<file path="src/rst_ctl_pkg.sv">
// constants, register map and types of the reset source controller
// assumes a 20 MHz system clock and a 16-bit register port
package rst_ctl_pkg;

  // register port
  localparam int ADDR_W = 3;
  localparam int DATA_W = 16;
  localparam logic [ADDR_W-1:0] ADR_CTRL = 3'h0;
  localparam logic [ADDR_W-1:0] ADR_WDT = 3'h1;
  localparam logic [ADDR_W-1:0] ADR_WDT_PER = 3'h2;
  localparam logic [ADDR_W-1:0] ADR_SUPV = 3'h3;
  localparam logic [ADDR_W-1:0] ADR_LEVEL = 3'h4;
  localparam logic [ADDR_W-1:0] ADR_STATUS = 3'h5;
  localparam logic [ADDR_W-1:0] ADR_IRQ = 3'h6;

  // control register fields
  localparam int CTRL_SWRST = 0;
  localparam int CTRL_SWDIS = 1;
  localparam int CTRL_ANAEN = 2;
  localparam int CTRL_PINMODE = 3;
  localparam logic CTRL_SWDIS_RST = 1'h0;
  localparam logic CTRL_ANAEN_RST = 1'h1;
  localparam logic CTRL_PINMODE_RST = 1'h0;

  // watchdog register fields
  localparam int WDT_EN_BIT = 0;
  localparam int WDT_KICK_BIT = 1;
  localparam int WDT_PER_W = 8;
  localparam logic [WDT_PER_W-1:0] WDT_PER_RST = 8'hFF;
  localparam int WDT_PRESCALE = 1024;

  // supervisor enable register fields
  localparam int SUPV_W = 5;
  localparam int SUPV_ALV_EN = 0;
  localparam int SUPV_DLV_EN = 1;
  localparam int SUPV_AHV_EN = 2;
  localparam int SUPV_ALV_RST = 3;
  localparam int SUPV_DLV_RST = 4;
  localparam logic [SUPV_W-1:0] SUPV_RST = 5'h00;

  // threshold codes: trip = LV_BASE_MV + code * LV_STEP_MV
  localparam int LVL_W = 4;
  localparam int LVL_ALV_LSB = 0;
  localparam int LVL_DLV_LSB = 4;
  localparam logic [2*LVL_W-1:0] LEVEL_RST = 8'h00;
  localparam int LV_BASE_MV = 1700;
  localparam int LV_STEP_MV = 250;
  localparam int AHV_TRIP_MV = 5750;

  // cause flags, also the source vector order (low index wins)
  localparam int NSRC = 9;
  localparam int SRC_INITIAL_POWER_ON_RESET = 0;
  localparam int SRC_PRECISE_LOW_VOLTAGE_RESET = 1;
  localparam int SRC_EXT = 2;
  localparam int SRC_ROUTED = 3;
  localparam int SRC_WDT = 4;
  localparam int SRC_SW = 5;
  localparam int SRC_ALV = 6;
  localparam int SRC_DLV = 7;
  localparam int SRC_AHV = 8;
  localparam logic [NSRC-1:0] STATUS_RST = 9'h001;

  // supervisor interrupt pending bits
  localparam int IRQ_W = 3;

  // timing
  localparam int CLK_PERIOD_NS = 50;
  localparam int INITIAL_POWER_ON_RESET_MIN_NS = 100;
  localparam int INITIAL_POWER_ON_RESET_CYC_RAW = (INITIAL_POWER_ON_RESET_MIN_NS + CLK_PERIOD_NS - 1) /
                                CLK_PERIOD_NS;
  localparam int INITIAL_POWER_ON_RESET_CYC = (INITIAL_POWER_ON_RESET_CYC_RAW < 1) ? 1 : INITIAL_POWER_ON_RESET_CYC_RAW;
  localparam int CNT_W = 4;

  typedef enum logic [1:0] {
    PH_INITIAL_POWER_ON_RESET,
    PH_PRECISE_LOW_VOLTAGE_RESET,
    PH_RUN
  } phase_t;

endpackage : rst_ctl_pkg

</file>
<file path="src/wdt_timer.sv">
// watchdog interval timer: prescaled count, reload on service
// assumes enable and service come from flops in the same clock domain
`timescale 1ns/10ps
module wdt_timer
  import rst_ctl_pkg::*;
#(
  parameter int PRESCALE = WDT_PRESCALE,
  parameter int PER_W = WDT_PER_W
) (
  // clock and reset
  input wire logic clk_i,
  input wire logic rst_i,
  // control
  input wire logic enable_i,
  input wire logic service_i,
  input wire logic [PER_W-1:0] period_i,
  // timeout
  output logic bark_o
);

  localparam int PRE_W = $clog2(PRESCALE);

  typedef struct packed {
    logic [PRE_W-1:0] pre;
    logic [PER_W-1:0] cnt;
    logic bark;
  } wdt_state_t;

  wdt_state_t s_r;
  wdt_state_t s_nxt;

  always_comb begin
    s_nxt = s_r;
    s_nxt.bark = 1'b0;
    if (service_i || !enable_i) begin
      s_nxt.pre = '0;
      s_nxt.cnt = '0;
    end else if (s_r.pre == PRE_W'(PRESCALE - 1)) begin
      s_nxt.pre = '0;
      if (s_r.cnt == period_i) begin
        // interval missed: one pulse, then start over
        s_nxt.bark = 1'b1; // [RULE3]
        s_nxt.cnt = '0;
      end else begin
        s_nxt.cnt = s_r.cnt + 1'b1;
      end
    end else begin
      s_nxt.pre = s_r.pre + 1'b1;
    end
  end

  always_ff @(posedge clk_i or posedge rst_i) begin
    if (rst_i) begin
      s_r <= '0;
    end else begin
      s_r <= s_nxt;
    end
  end

  assign bark_o = s_r.bark;

endmodule : wdt_timer

</file>
<file path="src/reset_source_controller.sv">
// reset source controller: gathers supply, pin, routed, software and
// watchdog resets into one device reset and records the latest cause
// assumes comparator and pin inputs are synchronous, RESET_I is power-on
//
// What this block does
// RULE1 - any supply monitor except the high voltage one can reset the device
// RULE2 - low external reset pin holds the device in reset like power-on
// RULE3 - firmware services watchdog; missed interval produces watchdog reset
// RULE4 - writing the software reset bit resets the device like power-on
// RULE5 - a separate disable bit makes software reset writes harmless
// RULE6 - status register holds the latest reset or monitor cause, readable
// RULE7 - power-on reset clears status; other resets keep it
// RULE8 - power-on reset pulse lasts at least 100 ns, longer on slow ramp
// RULE9 - power-on monitor hands off to precise reset; oscillator starts after
// RULE10 - precise low voltage trip resets exactly like power-on; here it is a device reset that keeps watchdog enable and pin mode
// RULE11 - digital precise reset cannot be disabled; analog follows regulator
// RULE12 - precise reset off in sleep and hibernate, on during buzz in sleep (not in hibernate)
// RULE13 - low thresholds in 250 mV steps; high threshold fixed 5.75 V
// RULE14 - each low voltage supervisor may reset instead of interrupt
// RULE15 - supervisors can interrupt early, before reset thresholds
// RULE16 - supervisors stay disabled until power-on reset completes
// RULE17 - interrupt during buzz first wakes device, then gets serviced
// RULE18 - external reset pin works in sleep and hibernate
// RULE19 - routed logic reset acts only with the pin in reset mode
// RULE20 - power-on disables watchdog; enable bit sticks, ignores zero
// RULE21 - device reset returns control registers to reset state, except watchdog enable and pin mode
// RULE22 - one status flag per source; the latest event's flag is set
// RULE23 - pin and routed reset pass a two-flop synchroniser
`timescale 1ns/10ps
module reset_source_controller
  import rst_ctl_pkg::*;
#(
  parameter int WDT_PRE = WDT_PRESCALE
) (
  // clock and power-on reset
  input wire logic CLK_SYS_I,
  input wire logic RESET_I,
  // register port
  input wire logic [ADDR_W-1:0] ADDR_I,
  input wire logic [DATA_W-1:0] WDATA_I,
  input wire logic WR_I,
  input wire logic RD_I,
  output logic [DATA_W-1:0] RDATA_O,
  // supply comparators, high while out of range, except DIG_STABLE_I, high while stable
  input wire logic POR_TRIP_I,
  input wire logic DIG_STABLE_I,
  input wire logic PRECISE_LOW_VOLTAGE_RESET_DIG_TRIP_I,
  input wire logic PRECISE_LOW_VOLTAGE_RESET_ANA_TRIP_I,
  input wire logic ALV_TRIP_I,
  input wire logic DLV_TRIP_I,
  input wire logic AHV_TRIP_I,
  // external and routed resets
  input wire logic EXT_RESET_N_I,
  input wire logic ROUTED_RESET_I,
  // power mode
  input wire logic SLEEP_I,
  input wire logic HIBERNATE_I,
  input wire logic BUZZ_I,
  input wire logic WAKE_DONE_I,
  // reset and monitor control
  output logic DEVICE_RESET_O,
  output logic IMO_EN_O,
  output logic INITIAL_POWER_ON_RESET_MON_EN_O,
  output logic PRECISE_LOW_VOLTAGE_RESET_DIG_EN_O,
  output logic PRECISE_LOW_VOLTAGE_RESET_ANA_EN_O,
  output logic ANA_REG_EN_O,
  output logic [IRQ_W-1:0] SUPV_EN_O,
  output logic [LVL_W-1:0] ALV_LEVEL_O,
  output logic [LVL_W-1:0] DLV_LEVEL_O,
  // interrupt and wakeup
  output logic SUPV_IRQ_O,
  output logic WAKE_REQ_O
);

  typedef struct packed {
    phase_t phase;
    logic [CNT_W-1:0] initial_power_on_reset_cnt;
    logic [CNT_W-1:0] hold_cnt;
    logic dev_rst;
    logic ext_s1;
    logic ext_s2;
    logic rte_s1;
    logic rte_s2;
    logic sw_dis;
    logic ana_en;
    logic pin_mode;
    logic swreq;
    logic wdt_en;
    logic kick;
    logic [WDT_PER_W-1:0] wdt_per;
    logic [SUPV_W-1:0] supv;
    logic [2*LVL_W-1:0] level;
    logic [NSRC-1:0] src_prev;
    logic [NSRC-1:0] status;
    logic [IRQ_W-1:0] irq_pend;
    logic wake_pend;
    logic [DATA_W-1:0] rdata;
  } ctl_state_t;

  ctl_state_t s_r;
  ctl_state_t s_nxt;

  // lowest index of a set bit, as one-hot
  function automatic logic [NSRC-1:0] first_one(input logic [NSRC-1:0] v);
    logic [NSRC-1:0] r;
    r = '0;
    for (int i = NSRC - 1; i >= 0; i--) begin
      if (v[i]) begin
        r = '0;
        r[i] = 1'b1;
      end
    end
    return r;
  endfunction : first_one

  function automatic logic wr_hit(input logic [ADDR_W-1:0] a);
    return WR_I && !s_r.dev_rst && (ADDR_I == a);
  endfunction : wr_hit

  logic low_power;
  logic monitor_on;
  logic precise_low_voltage_reset_trip;
  logic supv_on;
  logic [IRQ_W-1:0] supv_hit;
  logic alv_rst;
  logic dlv_rst;
  logic wdt_bark;
  logic [NSRC-1:0] src;
  logic [NSRC-1:0] src_rise;
  logic rst_req;

  wdt_timer #(
    .PRESCALE(WDT_PRE),
    .PER_W(WDT_PER_W)
  ) u_wdt (
    .clk_i(CLK_SYS_I),
    .rst_i(RESET_I),
    .enable_i(s_r.wdt_en),
    .service_i(s_r.kick || s_r.dev_rst),
    .period_i(s_r.wdt_per),
    .bark_o(wdt_bark)
  );

  always_comb begin
    low_power = SLEEP_I || HIBERNATE_I;
    // monitors run awake, and in sleep only while the regulators buzz
    monitor_on = !low_power || (SLEEP_I && !HIBERNATE_I && BUZZ_I); // [RULE12]
    // digital part has no software enable at all
    precise_low_voltage_reset_trip = (s_r.phase != PH_INITIAL_POWER_ON_RESET) && monitor_on &&
                (PRECISE_LOW_VOLTAGE_RESET_DIG_TRIP_I ||
                 (s_r.ana_en && PRECISE_LOW_VOLTAGE_RESET_ANA_TRIP_I)); // [RULE11] [RULE1]
    supv_on = (s_r.phase == PH_RUN) && monitor_on; // [RULE16]
    supv_hit[0] = supv_on && s_r.supv[SUPV_ALV_EN] && ALV_TRIP_I;
    supv_hit[1] = supv_on && s_r.supv[SUPV_DLV_EN] && DLV_TRIP_I;
    supv_hit[2] = supv_on && s_r.supv[SUPV_AHV_EN] && AHV_TRIP_I;
    alv_rst = supv_hit[0] && s_r.supv[SUPV_ALV_RST]; // [RULE14]
    dlv_rst = supv_hit[1] && s_r.supv[SUPV_DLV_RST]; // [RULE14]
    src = '0;
    src[SRC_INITIAL_POWER_ON_RESET] = (s_r.phase != PH_RUN);
    // the power-up hand-off is not a trip of its own
    src[SRC_PRECISE_LOW_VOLTAGE_RESET] = precise_low_voltage_reset_trip && (s_r.phase == PH_RUN); // [RULE10]
    src[SRC_EXT] = s_r.ext_s2; // [RULE2] [RULE18]
    src[SRC_ROUTED] = s_r.rte_s2 && s_r.pin_mode; // [RULE19]
    src[SRC_WDT] = wdt_bark; // [RULE3]
    src[SRC_SW] = s_r.swreq; // [RULE4]
    src[SRC_ALV] = supv_hit[0];
    src[SRC_DLV] = supv_hit[1];
    src[SRC_AHV] = supv_hit[2];
    src_rise = src & ~s_r.src_prev;
    rst_req = (|src[SRC_SW:SRC_INITIAL_POWER_ON_RESET]) || alv_rst || dlv_rst;
  end

  always_comb begin
    s_nxt = s_r;
    s_nxt.rdata = '0;
    s_nxt.swreq = 1'b0;
    s_nxt.kick = 1'b0;
    s_nxt.src_prev = src;

    // first flops only feed the second ones
    s_nxt.ext_s1 = !EXT_RESET_N_I; // [RULE23]
    s_nxt.ext_s2 = s_r.ext_s1; // [RULE23]
    s_nxt.rte_s1 = ROUTED_RESET_I; // [RULE23]
    s_nxt.rte_s2 = s_r.rte_s1; // [RULE23]

    // power-up sequence
    unique case (s_r.phase)
      PH_INITIAL_POWER_ON_RESET: begin
        if (s_r.initial_power_on_reset_cnt != CNT_W'(INITIAL_POWER_ON_RESET_CYC)) begin
          s_nxt.initial_power_on_reset_cnt = s_r.initial_power_on_reset_cnt + 1'b1;
        end else if (!POR_TRIP_I && DIG_STABLE_I) begin
          s_nxt.phase = PH_PRECISE_LOW_VOLTAGE_RESET; // [RULE8] [RULE9]
        end
      end
      PH_PRECISE_LOW_VOLTAGE_RESET: begin
        if (!PRECISE_LOW_VOLTAGE_RESET_DIG_TRIP_I && !(s_r.ana_en && PRECISE_LOW_VOLTAGE_RESET_ANA_TRIP_I)) begin
          s_nxt.phase = PH_RUN; // [RULE9]
        end
      end
      PH_RUN: begin
        s_nxt.phase = PH_RUN;
      end
    endcase

    // stretch every request so the device pulse meets the minimum width
    if (rst_req) begin
      s_nxt.hold_cnt = CNT_W'(INITIAL_POWER_ON_RESET_CYC);
    end else if (s_r.hold_cnt != '0) begin
      s_nxt.hold_cnt = s_r.hold_cnt - 1'b1;
    end
    s_nxt.dev_rst = rst_req || (s_r.hold_cnt != '0); // [RULE1]

    // latest cause only; status survives device resets
    if (|src_rise) begin
      s_nxt.status = first_one(src_rise); // [RULE6] [RULE22] [RULE7]
    end

    // register writes
    if (wr_hit(ADR_CTRL)) begin
      s_nxt.swreq = WDATA_I[CTRL_SWRST] && !s_r.sw_dis; // [RULE4] [RULE5]
      s_nxt.sw_dis = WDATA_I[CTRL_SWDIS]; // [RULE5]
      s_nxt.ana_en = WDATA_I[CTRL_ANAEN]; // [RULE11]
      s_nxt.pin_mode = WDATA_I[CTRL_PINMODE]; // [RULE19]
    end
    if (wr_hit(ADR_WDT)) begin
      // zero writes cannot turn the watchdog off
      s_nxt.wdt_en = s_r.wdt_en || WDATA_I[WDT_EN_BIT]; // [RULE20]
      s_nxt.kick = WDATA_I[WDT_KICK_BIT]; // [RULE3]
    end
    if (wr_hit(ADR_WDT_PER)) begin
      s_nxt.wdt_per = WDATA_I[WDT_PER_W-1:0];
    end
    if (wr_hit(ADR_SUPV)) begin
      s_nxt.supv = WDATA_I[SUPV_W-1:0]; // [RULE14] [RULE15]
    end
    if (wr_hit(ADR_LEVEL)) begin
      s_nxt.level = WDATA_I[2*LVL_W-1:0]; // [RULE13]
    end

    // pending interrupts: write one to clear, a new hit wins
    if (wr_hit(ADR_IRQ)) begin
      s_nxt.irq_pend = s_r.irq_pend & ~WDATA_I[IRQ_W-1:0];
    end
    s_nxt.irq_pend = s_nxt.irq_pend |
                     (supv_hit & ~{1'b0, dlv_rst, alv_rst}); // [RULE15]

    // a hit while asleep waits for the wakeup sequence to finish
    if (SLEEP_I && (|supv_hit)) begin
      s_nxt.wake_pend = 1'b1; // [RULE17]
    end else if (WAKE_DONE_I) begin
      s_nxt.wake_pend = 1'b0; // [RULE17]
    end

    // register reads, data valid only in the following cycle
    if (RD_I) begin
      unique case (ADDR_I)
        ADR_CTRL: begin
          s_nxt.rdata[CTRL_SWDIS] = s_r.sw_dis;
          s_nxt.rdata[CTRL_ANAEN] = s_r.ana_en;
          s_nxt.rdata[CTRL_PINMODE] = s_r.pin_mode;
        end
        ADR_WDT: s_nxt.rdata[WDT_EN_BIT] = s_r.wdt_en;
        ADR_WDT_PER: s_nxt.rdata = DATA_W'(s_r.wdt_per);
        ADR_SUPV: s_nxt.rdata = DATA_W'(s_r.supv);
        ADR_LEVEL: s_nxt.rdata = DATA_W'(s_r.level);
        ADR_STATUS: s_nxt.rdata = DATA_W'(s_r.status); // [RULE6]
        ADR_IRQ: s_nxt.rdata = DATA_W'(s_r.irq_pend);
        default: s_nxt.rdata = '0;
      endcase
    end

    // device reset clears control state but not cause, watchdog enable
    // or pin mode, which belong to power-on only
    if (s_r.dev_rst) begin
      s_nxt.sw_dis = CTRL_SWDIS_RST; // [RULE21]
      s_nxt.ana_en = CTRL_ANAEN_RST; // [RULE21]
      s_nxt.wdt_per = WDT_PER_RST; // [RULE21]
      s_nxt.supv = SUPV_RST; // [RULE21]
      s_nxt.level = LEVEL_RST; // [RULE21]
      s_nxt.irq_pend = '0; // [RULE21]
      s_nxt.wake_pend = 1'b0; // [RULE21]
    end
  end

  always_ff @(posedge CLK_SYS_I or posedge RESET_I) begin
    if (RESET_I) begin
      s_r <= '0;
      s_r.phase <= PH_INITIAL_POWER_ON_RESET;
      s_r.dev_rst <= 1'b1;
      s_r.ana_en <= CTRL_ANAEN_RST;
      s_r.pin_mode <= CTRL_PINMODE_RST;
      s_r.wdt_per <= WDT_PER_RST;
      s_r.supv <= SUPV_RST;
      s_r.level <= LEVEL_RST;
      s_r.status <= STATUS_RST; // [RULE7]
      s_r.src_prev <= STATUS_RST;
      s_r.wdt_en <= 1'b0; // [RULE20]
    end else begin
      s_r <= s_nxt;
    end
  end

  assign RDATA_O = s_r.rdata;
  assign DEVICE_RESET_O = s_r.dev_rst;
  assign IMO_EN_O = (s_r.phase == PH_RUN); // [RULE9]
  assign INITIAL_POWER_ON_RESET_MON_EN_O = (s_r.phase == PH_INITIAL_POWER_ON_RESET); // [RULE9]
  assign PRECISE_LOW_VOLTAGE_RESET_DIG_EN_O = (s_r.phase != PH_INITIAL_POWER_ON_RESET) && monitor_on; // [RULE12]
  assign PRECISE_LOW_VOLTAGE_RESET_ANA_EN_O = PRECISE_LOW_VOLTAGE_RESET_DIG_EN_O && s_r.ana_en; // [RULE11]
  assign ANA_REG_EN_O = s_r.ana_en;
  assign SUPV_EN_O = supv_on ? s_r.supv[SUPV_AHV_EN:SUPV_ALV_EN] : '0;
  assign ALV_LEVEL_O = s_r.level[LVL_ALV_LSB +: LVL_W]; // [RULE13]
  assign DLV_LEVEL_O = s_r.level[LVL_DLV_LSB +: LVL_W]; // [RULE13]
  assign SUPV_IRQ_O = (|s_r.irq_pend) && !s_r.wake_pend &&
                      !low_power; // [RULE17]
  assign WAKE_REQ_O = s_r.wake_pend;
endmodule : reset_source_controller

</file>
<file path="config.mk">
export PLATFORM = sky130hd
export DESIGN_NAME = reset_source_controller
export DESIGN_NICKNAME = d
export VERILOG_FILES = /design/src/rst_ctl_pkg.sv /design/src/wdt_timer.sv /design/src/reset_source_controller.sv
export SDC_FILE = /design/constraint.sdc
export NUM_CORES = 1
export LEC_CHECK = 0
export BUFFER_PORTS_ARGS = -buffer_cell sky130_fd_sc_hd__buf_2
export CAP_MARGIN = 20
export CORE_MARGIN = 2
export CORE_UTILIZATION = 53
export CTS_BUF_LIST = sky130_fd_sc_hd__clkbuf_2
export CTS_CLUSTER_DIAMETER = 30
export DETAILED_ROUTE_END_ITERATION = 12
export PLACE_DENSITY_LB_ADDON = 0.2
export SLEW_MARGIN = 15
export SYNTH_ARGS = -nofsm -noshare
export SYNTH_HDL_FRONTEND = slang
export SYNTH_SLANG_ARGS = --single-unit
</file>
<file path="constraint.sdc">
create_clock -name CLK_SYS_I -period 2.85 [get_ports CLK_SYS_I]
set_clock_uncertainty 0.1 [all_clocks]
set_input_delay 0.4275 -clock CLK_SYS_I [delete_from_list [all_inputs] [get_ports CLK_SYS_I]]
set_output_delay 0.4275 -clock CLK_SYS_I [all_outputs]
set_load 0.01 [all_outputs]
</file>
==> flow_summary.json <==
{
  "status": "finished clean",
  "synthAdderAreaFrac_pct": 2.393,
  "drc": 0,
  "clockBufferDepth": 2,
  "yosysSeqAreaShare_pct": 49.24,
  "r2r_setup_slack_ns": 0.33,
  "powerDensity_nw_per_um2": 557.3,
  "diodes": 0,
  "start_util_pct": 54.22,
  "drive_above_1_share_pct": 18.57,
  "ys_top_cells_by_area": "dfrtp_1 43%, dfstp_2 6.7%, nand2_1 4.5%, buf_4 3.8%, nor2_1 2.9%",
  "power.leakage_nw": 2.465,
  "num_vias": 3663,
  "grt_max_degree": 93,
  "synth_xor_area_share_pct": 4.095,
  "hold_violations": 0,
  "crit_fanout": 8,
  "crit_type": "reg -> out",
  "use_met2_pct": 34.93,
  "whs_endpoint": "s_r[53]$_DFFE_PP1P_",
  "syn_area_per_cell_um2": 9.723,
  "startpoint_type": "flop",
  "drtAntennaViolNets": 0,
  "synth_cell_types": 59,
  "synth-edff-count": 0,
  "detail_route.wl_per_cell_um": 16.53,
  "fp.dieW_um": 98.23,
  "track_usage_pct": 22.75,
  "reg2reg_depth": 6,
  "reg2reg_from": "s_r[78]$_DFFE_PP0P_",
  "period_share_pct": 89.79,
  "finalSetupViolCount": 0,
  "ys_warn_count": 0,
  "max_freq_mhz": 390.8,
  "n_fill_cell": 782,
  "total_power_mw": 2.908,
  "portBuffers": 55,
  "met1_usage_pct": 33.51,
  "fin_setup_tns_ns": 0,
  "grt_first_pass_wirelength_mm": 17.57,
  "place_congestion": 0.8913,
  "grt.overflow.total": 0,
  "dpl-instance-area_um2": 4951,
  "cts_buffers": 9,
  "end_kind": "output port",
  "stdcell_count": 641,
  "rows": 34,
  "synthArstFlopShare_pct": 100.0,
  "fin_nets": 573,
  "clk_latency_ns": 0.57,
  "post-route-min-period_ns": 2.559,
  "min_from": "WDATA_I[2]",
  "max-vdd-ir-drop_mv": 0.5267,
  "drt-pass1-iter-count": 5,
  "maxCapViolations": 0,
  "worstReg2RegEnd": "DEVICE_RESET_O$_DFF_PP1_",
  "synth_top_family_by_area": "simple AND/OR/NAND/NOR gates",
  "ioPinCount": 71,
  "synth_compound_area_share_pct": 11.09,
  "final_cell_mix": "80 x dfrtp_1, 56 x nand2_1, 55 x buf_2, 36 x nor2_1, 21 x o21ai_0",
  "yosys.area_share.simple_pct": 23.24,
  "grt_busiest_layer": "met2",
  "critPathRequiredTime_ns": 2.32,
  "synth_ff_type": "dfrtp_1",
  "met3_usage_pct": 3.364,
  "yosys.area.top_type": "dfrtp_1",
  "yosysTopAreaCellShare_pct": 42.54,
  "synth.cell_area_um2": 4706,
  "dp_hpwl_mm": 7.594,
  "syn2layout_area_growth_pct": 10.87,
  "final_area_um2": 5218,
  "layout_commonest_cell": "dfrtp_1",
  "tightest_slew_ns": 0.8950,
  "cts_sinks": 92,
  "worstPathArrival_ns": 2.03,
  "cts_setup_buffers": 0,
  "viasPerCell": 5.715,
  "cts_tree": "yes",
  "syn_inst": 484,
  "max-slew-margin-rel_pct": 40.06,
  "antenna_found_initial": 0,
  "h-tree-depth": 3,
  "grt_setup_unrepaired": "no",
  "grt_pass1_vias": 3541,
  "cts_resized": 0,
  "dp.cells": 615,
  "min_path_cells": 3,
  "cts.reportedPaths.clkPinSlew_ns": 0.25,
  "drtIter0Drc": 166,
  "die_y_um": 98.23,
  "dieArea_um2": 9648,
  "cts_hold_buffers": 10,
  "cts-root-buf": "clkbuf_2",
  "slew_viol_final": 0,
  "synthMuxAreaShare_pct": 2.845,
  "hold_path.class": "in -> reg",
  "routed_wl_mm": 10.60,
  "coreArea_um2": 8678,
  "ys_seq_elements": 92
}
==> state kept, by name (all words and copies together), names as in the netlist <==
name,count
ALV_LEVEL_O,4
ANA_REG_EN_O,1
DEVICE_RESET_O,1
DLV_LEVEL_O,4
RDATA_O,9
WAKE_REQ_O,1
s_nxt,4
s_r,49
u_wdt.bark_o,1
u_wdt.s_r,18
==> area by class of cell <==
| class | instances | area, µm² | share of cell area, % |
|---|---|---|---|
| Sequential cell | 92 | 2317 | 44.41 |
| Multi-Input combinational cell | 334 | 2087 | 40.00 |
| Tap cell | 108 | 135.1 | 2.590 |
| Inverter | 20 | 78.83 | 1.511 |
| Clock buffer | 9 | 45.04 | 0.8633 |
| Clock inverter | 7 | 121.4 | 2.326 |
| Timing Repair Buffer | 71 | 432.9 | 8.297 |
==> metrics by stage <==
| stage | hold WS (ns) | util, % | setup WS, ns |
|---|---|---|---|
| after CTS | 0.01924 | 60.12 | 0.2614 |
| after floorplan | 0.2312 | - | 0.4026 |
| final | 0.04218 | 60.12 | 0.2911 |
| after detailed placement | 0.2347 | 57.05 | 0.4016 |
| after global routing | 0.01050 | 60.12 | 0.1574 |
| after global placement | 0.2320 | 57.05 | 0.4410 |
==> worst max-delay path, stage by stage (launching register included) <==
cell and delay (ns):
dfrtp_1 0.44, inv_1 0.10, ha_1 0.21, buf_4 0.16
nor2b_1 0.23, and3_1 0.20, buf_2 0.13
==> power breakdown <==
| part | internal (mW) | switching (mW) |
|---|---|---|
| Clock | 0.384 | 0.454 |
| Sequential | 1.42 | 0.0809 |
| Combinational | 0.245 | 0.327 |
| Total | 2.05 | 0.862 |
==> cells by family after synthesis <==
kind of cell / Yosys count
XOR/XNOR: 22
multiplexers: 13
buffers and inverters: 64
AO/OA/AOI/OAI: 76
AND/OR/NAND/NOR: 207
other: 1
flip-flops: 92
adder cells (fa/ha/maj): 9
==> metal layers <==
layer / part of all wire (%) / routed length [µm] / vias up
li1: - / - / 1753
met1: 48 / 5053 / 1781
met2: 46 / 4830 / 115
met3: 5.1 / 537 / 14
met4: 1.7 / 176 / 0
met5: 0 / 0 / -
==> worst max path at each step <==
stage	from	endpoint	slack [ns]
after detailed placement	s_r[78]$_DFFE_PP0P_	DEVICE_RESET_O$_DFF_PP1_	0.40
final	s_r[78]$_DFFE_PP0P_	SUPV_EN_O[2]	0.29
after CTS	s_r[78]$_DFFE_PP0P_	SUPV_EN_O[2]	0.26
after floorplan	s_r[78]$_DFFE_PP0P_	DEVICE_RESET_O$_DFF_PP1_	0.40
after global placement	s_r[78]$_DFFE_PP0P_	DEVICE_RESET_O$_DFF_PP1_	0.44
after global routing	s_r[78]$_DFFE_PP0P_	SUPV_EN_O[2]	0.16
==> cells in the mapped netlist (all sizes together), types with 10 or more instances <==
master and n:
a21oi 11, dfrtp 80, nand3b 13, dfstp 12
nand2b 13, o21ai 21, buf 25, xnor2 14
clkbuf 19, mux2i 10, nand2 56, and3 11
nand4 11, nor2 36, nand3 16, inv 20
Note: power is estimated with default switching activity, not from simulation.
